===== src/design/svt_defs.vh =====
// Functional notes
// [RULE1] tuning word is bits 6:0, bit 7 reserved
// [RULE2] engine writes tuning word itself while running
// [RULE3] finished tuning word reads back, rewritable later
// [RULE4] software avoids tuning register during calibration
// [RULE5] software sets hold before reprogramming, clears after
// [RULE6] hold bit keeps synthesizer and engine reset
// [RULE7] settle field 6:4 sets per-step wait
// [RULE8] enabled engine starts when hold written zero
// [RULE9] engine centers oscillator by stepping tuning word
// [RULE10] tune control changed only while hold set; ctrl_reg accepts writes whether or not hold is set
// [RULE11] done flag set on completion or skip
// [RULE12] software writes reset values to reserved bits
// [RULE13] done flag clears whenever hold is set; code lets a completion or skip in that same cycle set it instead
// [RULE14] idle software write sets tuning value directly
`ifndef SVT_DEFS_VH
`define SVT_DEFS_VH
`define SVT_ADDR_TUNE      8'h59
`define SVT_ADDR_HOLD      8'h5c
`define SVT_ADDR_CTRL      8'h5d
`define SVT_ADDR_STAT      8'h5e
`define SVT_RST_TUNE       8'h00
`define SVT_RST_HOLD       8'h00
`define SVT_RST_CTRL       8'h40
`define SVT_TUNE_MSB       6
`define SVT_STL_MSB        6
`define SVT_STL_LSB        4
`define SVT_EN_BIT         0
`define SVT_HOLD_BIT       0
`define SVT_DONE_BIT       0
`define SVT_STEP_NS        1000
`define SVT_CLK_NS         50
`define SVT_STEP_CYC       ((`SVT_STEP_NS + `SVT_CLK_NS - 1) / `SVT_CLK_NS)
`endif


===== src/design/svt_settle_timer.v =====
`timescale 1ns/1ps
`include "svt_defs.vh"
// ----------------------------------------
// settle timer: waits (base << sel) cycles
// ----------------------------------------
module svt_settle_timer #(
  parameter BASE_CYC = `SVT_STEP_CYC,
  parameter CNT_W    = 16
) (
  // clock and reset
  input  wire             clk_sys,
  input  wire             reset,
  // control
  input  wire             start,
  input  wire [2:0]       sel,
  output wire             expired
);
  reg  [CNT_W-1:0] count_reg;
  reg              run_reg;
  wire [CNT_W-1:0] load_val = (BASE_CYC[CNT_W-1:0] << sel) - {{(CNT_W-1){1'b0}}, 1'b1};

  assign expired = run_reg && (count_reg == {CNT_W{1'b0}});

  always @(posedge clk_sys or posedge reset) begin
    if (reset) begin
      count_reg <= {CNT_W{1'b0}};
      run_reg   <= 1'b0;
    end else if (start) begin
      count_reg <= load_val; // [RULE7]
      run_reg   <= 1'b1;
    end else if (expired) begin
      run_reg   <= 1'b0;
    end else if (run_reg) begin
      count_reg <= count_reg - {{(CNT_W-1){1'b0}}, 1'b1};
    end
  end
endmodule // svt_settle_timer


===== src/design/svt_tune_cal.v =====
`timescale 1ns/1ps
`include "svt_defs.vh"
// ----------------------------------------
// oscillator tuning calibration sequencer
// ----------------------------------------
module svt_tune_cal #(
  parameter BASE_CYC = `SVT_STEP_CYC
) (
  // clock and reset
  input  wire       clk_sys,
  input  wire       reset,
  // register port
  input  wire [7:0] reg_addr,
  input  wire       reg_wr,
  input  wire [7:0] reg_wdata,
  input  wire       reg_rd,
  output reg  [7:0] reg_rdata,
  // frequency comparator, asynchronous
  input  wire       osc_too_fast,
  // synthesizer side
  output reg  [6:0] oscillator_tuning_word,
  output wire       synth_reset
);
  // ----------------------------------------
  // states
  // ----------------------------------------
  localparam ST_IDLE   = 4'b0001;
  localparam ST_SETTLE = 4'b0010;
  localparam ST_DECIDE = 4'b0100;
  localparam ST_DONE   = 4'b1000;

  // ----------------------------------------
  // register file
  // ----------------------------------------
  reg  [7:0] tune_reg;
  reg        hold_reg;
  reg  [7:0] ctrl_reg;
  reg        done_reg;
  reg  [7:0] rdata_next;

  // ----------------------------------------
  // engine
  // ----------------------------------------
  reg  [3:0] state_reg;
  reg  [3:0] state_next;
  reg  [2:0] bit_reg;
  reg        fast_s1_reg;
  reg        fast_s2_reg;
  wire       expired;
  wire       timer_start;
  wire       engine_en = ctrl_reg[`SVT_EN_BIT];
  wire       busy      = (state_reg == ST_SETTLE) || (state_reg == ST_DECIDE);
  wire       last_step = (state_reg == ST_DECIDE) && (bit_reg == 3'd0);
  wire [2:0] trial_lo  = bit_reg - 3'd1;

  // ----------------------------------------
  // register decode
  // ----------------------------------------
  wire       wr_tune   = reg_wr && (reg_addr == `SVT_ADDR_TUNE);
  wire       wr_hold   = reg_wr && (reg_addr == `SVT_ADDR_HOLD);
  wire       wr_ctrl   = reg_wr && (reg_addr == `SVT_ADDR_CTRL);
  wire       release_h = wr_hold && hold_reg && !reg_wdata[`SVT_HOLD_BIT];
  wire       hold_set  = wr_hold && reg_wdata[`SVT_HOLD_BIT];
  wire       held      = hold_reg || hold_set;
  wire       eng_rst   = held && !release_h;
  wire       done_set  = (release_h && !engine_en) || last_step;

  // ----------------------------------------
  // synthesizer hold and timer start
  // ----------------------------------------
  assign synth_reset = hold_reg; // [RULE6]
  assign timer_start = !eng_rst &&
                       ((state_reg == ST_IDLE && state_next == ST_SETTLE) ||
                        (state_reg == ST_DECIDE && state_next == ST_SETTLE));

  // ----------------------------------------
  // comparator synchroniser
  // ----------------------------------------
  always @(posedge clk_sys or posedge reset) begin
    if (reset) begin
      fast_s1_reg <= 1'b0;
      fast_s2_reg <= 1'b0;
    end else begin
      fast_s1_reg <= osc_too_fast;
      fast_s2_reg <= fast_s1_reg;
    end
  end

  // ----------------------------------------
  // settle timer
  // ----------------------------------------
  svt_settle_timer #(
    .BASE_CYC (BASE_CYC)
  ) u_timer (
    .clk_sys (clk_sys),
    .reset   (reset),
    .start   (timer_start),
    .sel     (ctrl_reg[`SVT_STL_MSB:`SVT_STL_LSB]),
    .expired (expired)
  );

  // ----------------------------------------
  // sequencer
  // ----------------------------------------
  always @* begin
    state_next = state_reg;
    case (state_reg)
      ST_IDLE: begin
        if (release_h && engine_en)
          state_next = ST_SETTLE; // [RULE8]
        else if (release_h)
          state_next = ST_DONE; // [RULE11]
      end
      ST_SETTLE: begin
        if (expired)
          state_next = ST_DECIDE;
      end
      ST_DECIDE: begin
        if (bit_reg == 3'd0)
          state_next = ST_DONE;
        else
          state_next = ST_SETTLE;
      end
      ST_DONE: begin
        state_next = ST_DONE;
      end
      default: begin
        state_next = ST_IDLE;
      end
    endcase
  end

  // ----------------------------------------
  // engine state and trial bit
  // ----------------------------------------
  always @(posedge clk_sys or posedge reset) begin
    if (reset) begin
      state_reg <= ST_IDLE;
      bit_reg   <= 3'd6;
    end else if (eng_rst) begin
      state_reg <= ST_IDLE; // [RULE6]
      bit_reg   <= 3'd6;
    end else begin
      state_reg <= state_next; // [RULE8]
      if ((state_reg == ST_DECIDE) && (bit_reg != 3'd0))
        bit_reg <= trial_lo;
    end
  end

  // ----------------------------------------
  // control registers
  // ----------------------------------------
  always @(posedge clk_sys or posedge reset) begin
    if (reset) begin
      hold_reg <= |(`SVT_RST_HOLD & (8'h01 << `SVT_HOLD_BIT));
      ctrl_reg <= `SVT_RST_CTRL;
    end else begin
      if (wr_hold)
        hold_reg <= reg_wdata[`SVT_HOLD_BIT];
      if (wr_ctrl)
        ctrl_reg <= reg_wdata; // [RULE10]
    end
  end

  // ----------------------------------------
  // tuning word
  // ----------------------------------------
  always @(posedge clk_sys or posedge reset) begin
    if (reset) begin
      tune_reg <= `SVT_RST_TUNE;
    end else if (release_h && engine_en) begin
      tune_reg <= 8'h40; // [RULE2]
    end else if ((state_reg == ST_DECIDE) && !held) begin
      // binary search: keep or drop trial bit, try next lower
      if (fast_s2_reg)
        tune_reg[bit_reg] <= 1'b0; // [RULE9]
      if (bit_reg != 3'd0)
        tune_reg[trial_lo] <= 1'b1; // [RULE2]
    end else if (wr_tune && (held || !busy)) begin
      tune_reg <= {1'b0, reg_wdata[`SVT_TUNE_MSB:0]}; // [RULE3] [RULE14]
    end
  end

  // ----------------------------------------
  // done flag: completion wins over hold clear
  // ----------------------------------------
  always @(posedge clk_sys or posedge reset) begin
    if (reset)
      done_reg <= 1'b0;
    else if (done_set)
      done_reg <= 1'b1; // [RULE11]
    else if (held)
      done_reg <= 1'b0; // [RULE13]
  end

  // ----------------------------------------
  // tuning output
  // ----------------------------------------
  always @(posedge clk_sys or posedge reset) begin
    if (reset)
      oscillator_tuning_word <= 7'h00;
    else
      oscillator_tuning_word <= tune_reg[`SVT_TUNE_MSB:0]; // [RULE1]
  end

  // ----------------------------------------
  // readback
  // ----------------------------------------
  always @* begin
    rdata_next = 8'h00;
    case (reg_addr)
      `SVT_ADDR_TUNE: rdata_next = {1'b0, tune_reg[`SVT_TUNE_MSB:0]}; // [RULE3]
      `SVT_ADDR_HOLD: rdata_next = {7'h00, hold_reg};
      `SVT_ADDR_CTRL: rdata_next = ctrl_reg;
      `SVT_ADDR_STAT: rdata_next = {7'h00, done_reg}; // [RULE11]
      default:        rdata_next = 8'h00;
    endcase
  end

  always @(posedge clk_sys or posedge reset) begin
    if (reset)
      reg_rdata <= 8'h00;
    else if (reg_rd)
      reg_rdata <= rdata_next;
  end
endmodule // svt_tune_cal


===== config.mk =====
export PLATFORM = sky130hd
export DESIGN_NAME = svt_tune_cal
export DESIGN_NICKNAME = d
export VERILOG_FILES = /design/src/design/svt_settle_timer.v /design/src/design/svt_tune_cal.v
export VERILOG_INCLUDE_DIRS = /design/src /design/src/design
export SDC_FILE = /design/constraint.sdc
export NUM_CORES = 1
export LEC_CHECK = 0
export ABC_AREA = 1
export CAP_MARGIN = 10
export CORE_MARGIN = 2
export CORE_UTILIZATION = 60
export CTS_CLUSTER_SIZE = 14
export DETAILED_ROUTE_END_ITERATION = 10
export DONT_BUFFER_PORTS = 1
export PLACE_DENSITY = 0.75
export SKIP_LAST_GASP = 1
export SYNTH_ARGS = -nofsm -noshare
export SYNTH_HDL_FRONTEND = slang
export SYNTH_SLANG_ARGS = --single-unit

===== constraint.sdc =====
create_clock -name clk_sys -period 3.1 [get_ports clk_sys]
set_input_delay 0.155 -clock clk_sys [delete_from_list [all_inputs] [get_ports clk_sys]]
set_output_delay 0.155 -clock clk_sys [all_outputs]
set_load 0.03 [all_outputs]

==> results of run 1 <==
-- final cells by class --
| cell class | count | area, µm² | share of cell area (%) |
|---|---|---|---|
| Multi-Input combinational cell | 308 | 1570 | 42.3 |
| Inverter | 65 | 244 | 6.59 |
| Clock inverter | 6 | 90.1 | 2.43 |
| Timing Repair Buffer | 12 | 118 | 3.18 |
| Tap cell | 72 | 90.1 | 2.43 |
| Clock buffer | 10 | 138 | 3.72 |
| Sequential cell | 58 | 1460 | 39.3 |
-- power breakdown --
| part | switching, mW | leakage, nW | total, mW | internal [mW] |
|---|---|---|---|---|
| sequential | 0.0926 | 0.688 | 0.933 | 0.840 |
| combinational | 0.347 | 1.05 | 0.517 | 0.170 |
| clock | 0.324 | 0.112 | 0.799 | 0.475 |
| total | 0.764 | 1.85 | 2.25 | 1.49 |
-- logic make-up after synthesis --
| kind of cell | after synthesis |
|---|---|
| buf+inv | 75 |
| compound gates | 60 |
| mux | 5 |
| fa+ha+maj | 3 |
| simple gates | 238 |
| xor+xnor | 2 |
| flops | 58 |
-- worst paths after layout --
kind / endpoint / slack, ns / cells after the start
max in group asynchronous: ctrl_reg[6] / 1.84 / 3
min in group asynchronous: reg_rdata[1] / 0.43 / 2
min reg2reg: fast_s2_reg / 0.36 / 0
max: u_timer.count_reg[12] / 0.47 / 17
min: tune_reg[3] / 0.02 / 2
max reg2reg: u_timer.count_reg[12] / 0.47 / 17
-- critical path: stages, from the launching register on --
cell and delay, ns:
dfstp_2 0.55, inv_1 0.08, ha_1 0.18, nand2_1 0.11, nand2_2 0.12, nand2_2 0.22
nand2_4 0.20, nand2_1 0.17, ha_1 0.20, inv_1 0.06, nor2_2 0.10, nand2_1 0.09
inv_1 0.09, nand2_1 0.09, nor2_1 0.10, nand3_1 0.07, nand2_1 0.06, inv_1 0.03
-- stage by stage --
stage	area [µm²]	setup slack, ns	instances	hold WS [ns]
after floorplan	3340	0.719	441	0.186
after detailed placement	3370	0.510	504	0.187
after global routing	3700	0.146	531	0.0348
final	3700	0.467	531	0.0178
after global placement	3370	0.595	504	0.186
after CTS	3700	0.490	531	0.00911
-- Yosys cell counts, types with 4 or more instances --
cell type,n,share of area (%)
o21ai_1,5,0.75
nand2_1,120,13
nor2_2,12,2.2
nand2_2,10,1.9
clkbuf_1,5,0.56
a21oi_1,9,1.3
dfstp_2,4,3.1
buf_6,4,1.3
nor4_1,8,1.5
nand3_1,34,5.1
nor3_1,7,1.0
o21ai_0,26,3.9
o2111ai_1,6,1.6
nor2_1,35,3.9
inv_1,61,6.9
dfrtp_1,54,40
mux2_2,5,1.7
-- metal layers --
metal  track usage (%)  wire length, µm  vias up  part of all wire (%)
met3              6.78              505       14                   6.6
met5                 0                0        -                     0
met2              39.8             3220      106                    42
met4              7.89              110        0                   1.4
met1              41.0             3810     1381                    50
li1                  -                -     1450                     -
-- repair_timing --
action	CTS	global route
hold endpoints to repair	56	0
setup buffers	0	0
hold buffers	11	0
==> metrics.md, run 1 <==
| Metric | Value |
|---|---|
| Status | finished clean |
| CTS Buf Count | 9 |
| PortBufs | 0 |
| Final setup fails | 0 |
| Fin crit period | 2.63 ns |
| Skew final | 0.00568 ns |
| Xor/xnor share of the synthesized area | 0.525% |
| Largest net degree at the start of global routing | 40 |
| PD cells | 607 nW/µm² |
| Die ar. | 6170 µm² |
| Layout Nets | 478 |
| Combinational family with the most area after synthesis | simple AND/OR/NAND/NOR gates |
| Clk sinks | 58 |
| Via count | 2,951 |
| Fillers | 456 |
| Min-Delay Startpoint | reg_wdata[3] |
| Final period util | 84.9% |
| Asr flop ratio synth | 100% |
| Most common cell after layout, fill and taps aside | nand2_1 |
| DP HPWL | 5.60 mm |
| Remaining DRCs | 0 |
| Clk slew on worst S/H paths | 0.07 ns |
| Hold Path Class | input port to register |
| Drt first pass iters | 5 |
| Chip width | 78.6 µm |
| Lkg Pwr | 1.85 nW |
| Worst setup EP type | register |
| Die Y | 78.6 µm |
| Io pins | 37 |
| Peak supply drop | 0.562 mV |
| Setup TNS | 0 ns |
| Tightest Pin Transition | 0.805 ns |
| Vias in the first global route | 2,751 |
| Startpoint Class | register |
| RSZ-0062 raised after global routing | no |
| Synthesis Warnings | 0 |
| Core box area | 5440 µm² |
| Synthesized area | 3340 µm² |
| Synth Area in Compound Gates | 10.8% |
| Vias/cell | 5.56 |
| Worst-Skew Late Latency | 0.34 ns |
| First-pass GRT wire length | 13.0 mm |
| Max reg flops | 16 |
| Fin util | 68.1% |
| Post-synthesis mux area share | 1.69% |
| CP arrival | 2.87 ns |
| Row Count | 27 |
| Fin. Hold Viols | 0 |
| Top_reg_cell synth | dfrtp_1 |
| FMAX | 0.380 GHz |
| Most frequent cells in the layout | nand2_1 (120), inv_1 (60), dfrtp_1 (54) |
| Crit Path Category | register to register |
| Register area share after synthesis | 43.6% |
| DRT iter0 DRCs | 169 |
| Pins Over Slew Limit | 0 |
| Post-Route WL | 7.65 mm |
| Grt total ovfl | 0 |
| Cells after Synth | 441 |
| Layout cell share with drive strength beyond 1 | 13.5% |
| EDFF count, synth | 0 |
| Area Growth Syn to Fin | 11.0% |
| Synth Area in Simple Gates | 32.8% |
| Clock root cell | clkbuf_8 |
| Adder-Cell Fraction of Synth Area | 1.12% |
| Worst setup path startpoint | bit_reg[1] |
| Final Power | 2.25 mW |
| WL per Instance | 14.4 µm |
| Syn_nets | 465 |
| Gr usage total | 27.5% |
| Ant diodes | 0 |
| Max Buffers Root-to-Sink | 2 |
| Final ANT Viol Nets | 0 |
| Mean area per synthesized cell | 7.57 µm² |
| H-tree Lvls | 3 |
| Resize count post-CTS | 0 |
| Required @ worst endpoint | 3.34 ns |
| FF-to-FF Start | bit_reg[1] |
| CP max FO | 21 |
| Count of cell types in the netlist | 38 |
| Antenna violations before repair | 0 |
| Seq cells post-synth | 58 |
| GP Congestion | 0.938 |
| CTS tree | built |
| Initial Utilization | 61.4% |
| Slew headroom | 46.3% |
| Max-cap violation count | 0 |
Power figures use the tool's default switching activity.
==> run 2, diff against run 1 <==
- CORE_UTILIZATION: 60 -> 57
- PLACE_DENSITY: 0.75 -> 0.74
- clock period: 3.1 -> 2.3 ns (I/O delays scaled with it)
==> run 2 against run 1 <==
Effect of this change:
- first-iteration DRC count grew 25%
- die area is 5.0% higher
- clock power up 48%
- power increased by 45%
- fmax up 20%
- critical path depth fell by 1
- critical endpoint is now u_timer.count_reg[10]
- global-route usage is 0.32 points higher
- sequential power increased by 35%
- critical path type unchanged
- flip-flop and latch count unchanged
==> metrics.md, run 2 (same netlist as run 1, synthesis figures left out) <==
| Metric | Value |
|---|---|
| Final setup fails | 0 |
| CTS tree | built |
| Status | finished clean |
| Drt first pass iters | 5 |
| Hold Path Class | input port to register |
| Post-Route WL | 8.44 mm |
| Area Growth Syn to Fin | 20.0% |
| GP Congestion | 0.927 |
| Max Buffers Root-to-Sink | 2 |
| Die Y | 80.5 µm |
| Io pins | 37 |
| H-tree Lvls | 3 |
| WHS | 0.0190 ns |
| Startpoint Class | register |
| Vias/cell | 5.62 |
| Remaining DRCs | 0 |
| Worst setup EP type | register |
| Antenna violations before repair | 0 |
| Clock root cell | clkbuf_8 |
| WL per Instance | 15.4 µm |
| DP HPWL | 5.62 mm |
| Layout Nets | 494 |
| CTS Buf Count | 9 |
| Core box area | 5570 µm² |
| FMAX | 0.454 GHz |
| Busiest grt layer | met2 |
| Setup TNS | 0 ns |
| Fillers | 438 |
| Final ANT Viol Nets | 0 |
| Most common cell after layout, fill and taps aside | nand2_1 |
| Pins Over Slew Limit | 0 |
| GR Util met3 | 7.98% |
| DRT iter0 DRCs | 211 |
| Clk sinks | 58 |
| Clk slew on worst S/H paths | 0.07 ns |
| Tightest Pin Transition | 0.448 ns |
| Lkg Pwr | 1.98 nW |
| Largest net degree at the start of global routing | 59 |
| Slew headroom | 70.0% |
| Most frequent cells in the layout | nand2_1 (114), inv_1 (57), dfrtp_1 (54) |
| Vias in the first global route | 2,841 |
| Max-cap violation count | 0 |
| PD cells | 812 nW/µm² |
| PortBufs | 0 |
| Required @ worst endpoint | 2.59 ns |
| Peak supply drop | 0.432 mV |
| Met1 Track Usage GR | 39.0% |
| Fin. Hold Viols | 0 |
| Initial Utilization | 59.9% |
| CP arrival | 2.49 ns |
| Max reg flops | 16 |
| Skew final | 0.00840 ns |
| Fin crit period | 2.20 ns |
| Row Count | 27 |
| Chip width | 80.5 µm |
| Gr usage total | 27.8% |
| Dpl cell area | 3480 µm² |
| Crit Path Category | register to register |
| Design Area, Final | 4010 µm² |
| First-pass GRT wire length | 13.6 mm |
| CP max FO | 6 |
| Reg2reg setup slack | 0.1 ns |
| Layout cell share with drive strength beyond 1 | 19.8% |
| Die ar. | 6480 µm² |
| Ant diodes | 0 |
| Worst-Skew Late Latency | 0.35 ns |
| Grt total ovfl | 0 |
| Final period util | 95.8% |
| GR Util met2 | 42.7% |
| Via count | 3,073 |
run 2: cell types whose count changed in the layout (fill, tap and decap cells not counted), moves of 3 or more:
| cell | change |
|---|---|
| nor2_4 | +4 |
| inv_2 | +3 |
| buf_4 | +10 |
| inv_1 | -3 |
| nand2_4 | +3 |
| nand2_1 | -6 |
run 2: repair_timing:
action                                  4_1_cts  5_1_grt
hold buffers                                 11        0
setup buffers                                 0        3
endpoints found under the hold margin        80        0
endpoints found under the setup margin        0       11
gates resized for setup                       0       25
run 2: power by group:
part	internal, mW	total [mW]	leakage (nW)	switching [mW]
Combinational	0.275	0.805	1.17	0.531
Clock	0.750	1.18	0.119	0.431
Sequential	1.13	1.26	0.688	0.132
Total	2.16	3.25	1.98	1.09
run 2: path summary, 6_finish.rpt:
path,start,end,depth (start not counted)
setup / recovery,bit_reg[1],u_timer.count_reg[10],16
hold / removal,reg_wdata[3],tune_reg[3],2
setup reg to reg,bit_reg[1],u_timer.count_reg[10],16
hold reg to reg,fast_s1_reg,fast_s2_reg,0
max in group asynchronous,reset,bit_reg[2],3
min in group asynchronous,reset,u_timer.count_reg[14],3
run 2: critical path: stages (launching register included):
cell	delay (ns)
dfstp_2	0.57
inv_2	0.07
ha_2	0.17
nand2_2	0.09
nand2_4	0.08
nand2_8	0.12
nand2_8	0.09
nand2_4	0.11
ha_4	0.14
inv_1	0.04
nor2_2	0.11
nand2_2	0.09
nor2_2	0.16
nand3_1	0.10
nand2_1	0.08
nand2_1	0.05
nand2_1	0.06
run 2: area by class of cell:
type                    count  area [µm²]  share of cell area (%)
clock inverters             6         114                    2.84
flip-flops and latches     58        1460                    36.4
well taps                  72        90.1                    2.25
repair buffers             27         269                    6.72
clock buffers              10         138                    3.44
inverters                  65         244                    6.09
multi-input cells         309        1690                    42.3
run 2: through the flow:
step                setup WS (ns)  power (mW)  cells  util (%)
global route              -0.0372        3.42    547      71.9
CTS                        0.0279        3.19    541      68.9
global placement            0.117        1.97    514      62.4
detailed placement         0.0623        1.98    514      62.4
floorplan                  0.0129        1.81    441         -
finish                     0.0972        3.25    547      71.9
run 2: per-layer routing:
layer	wire (µm)	up-vias
li1	-	1484
met1	3840	1448
met2	3890	127
met3	594	14
met4	116	0
met5	0	-
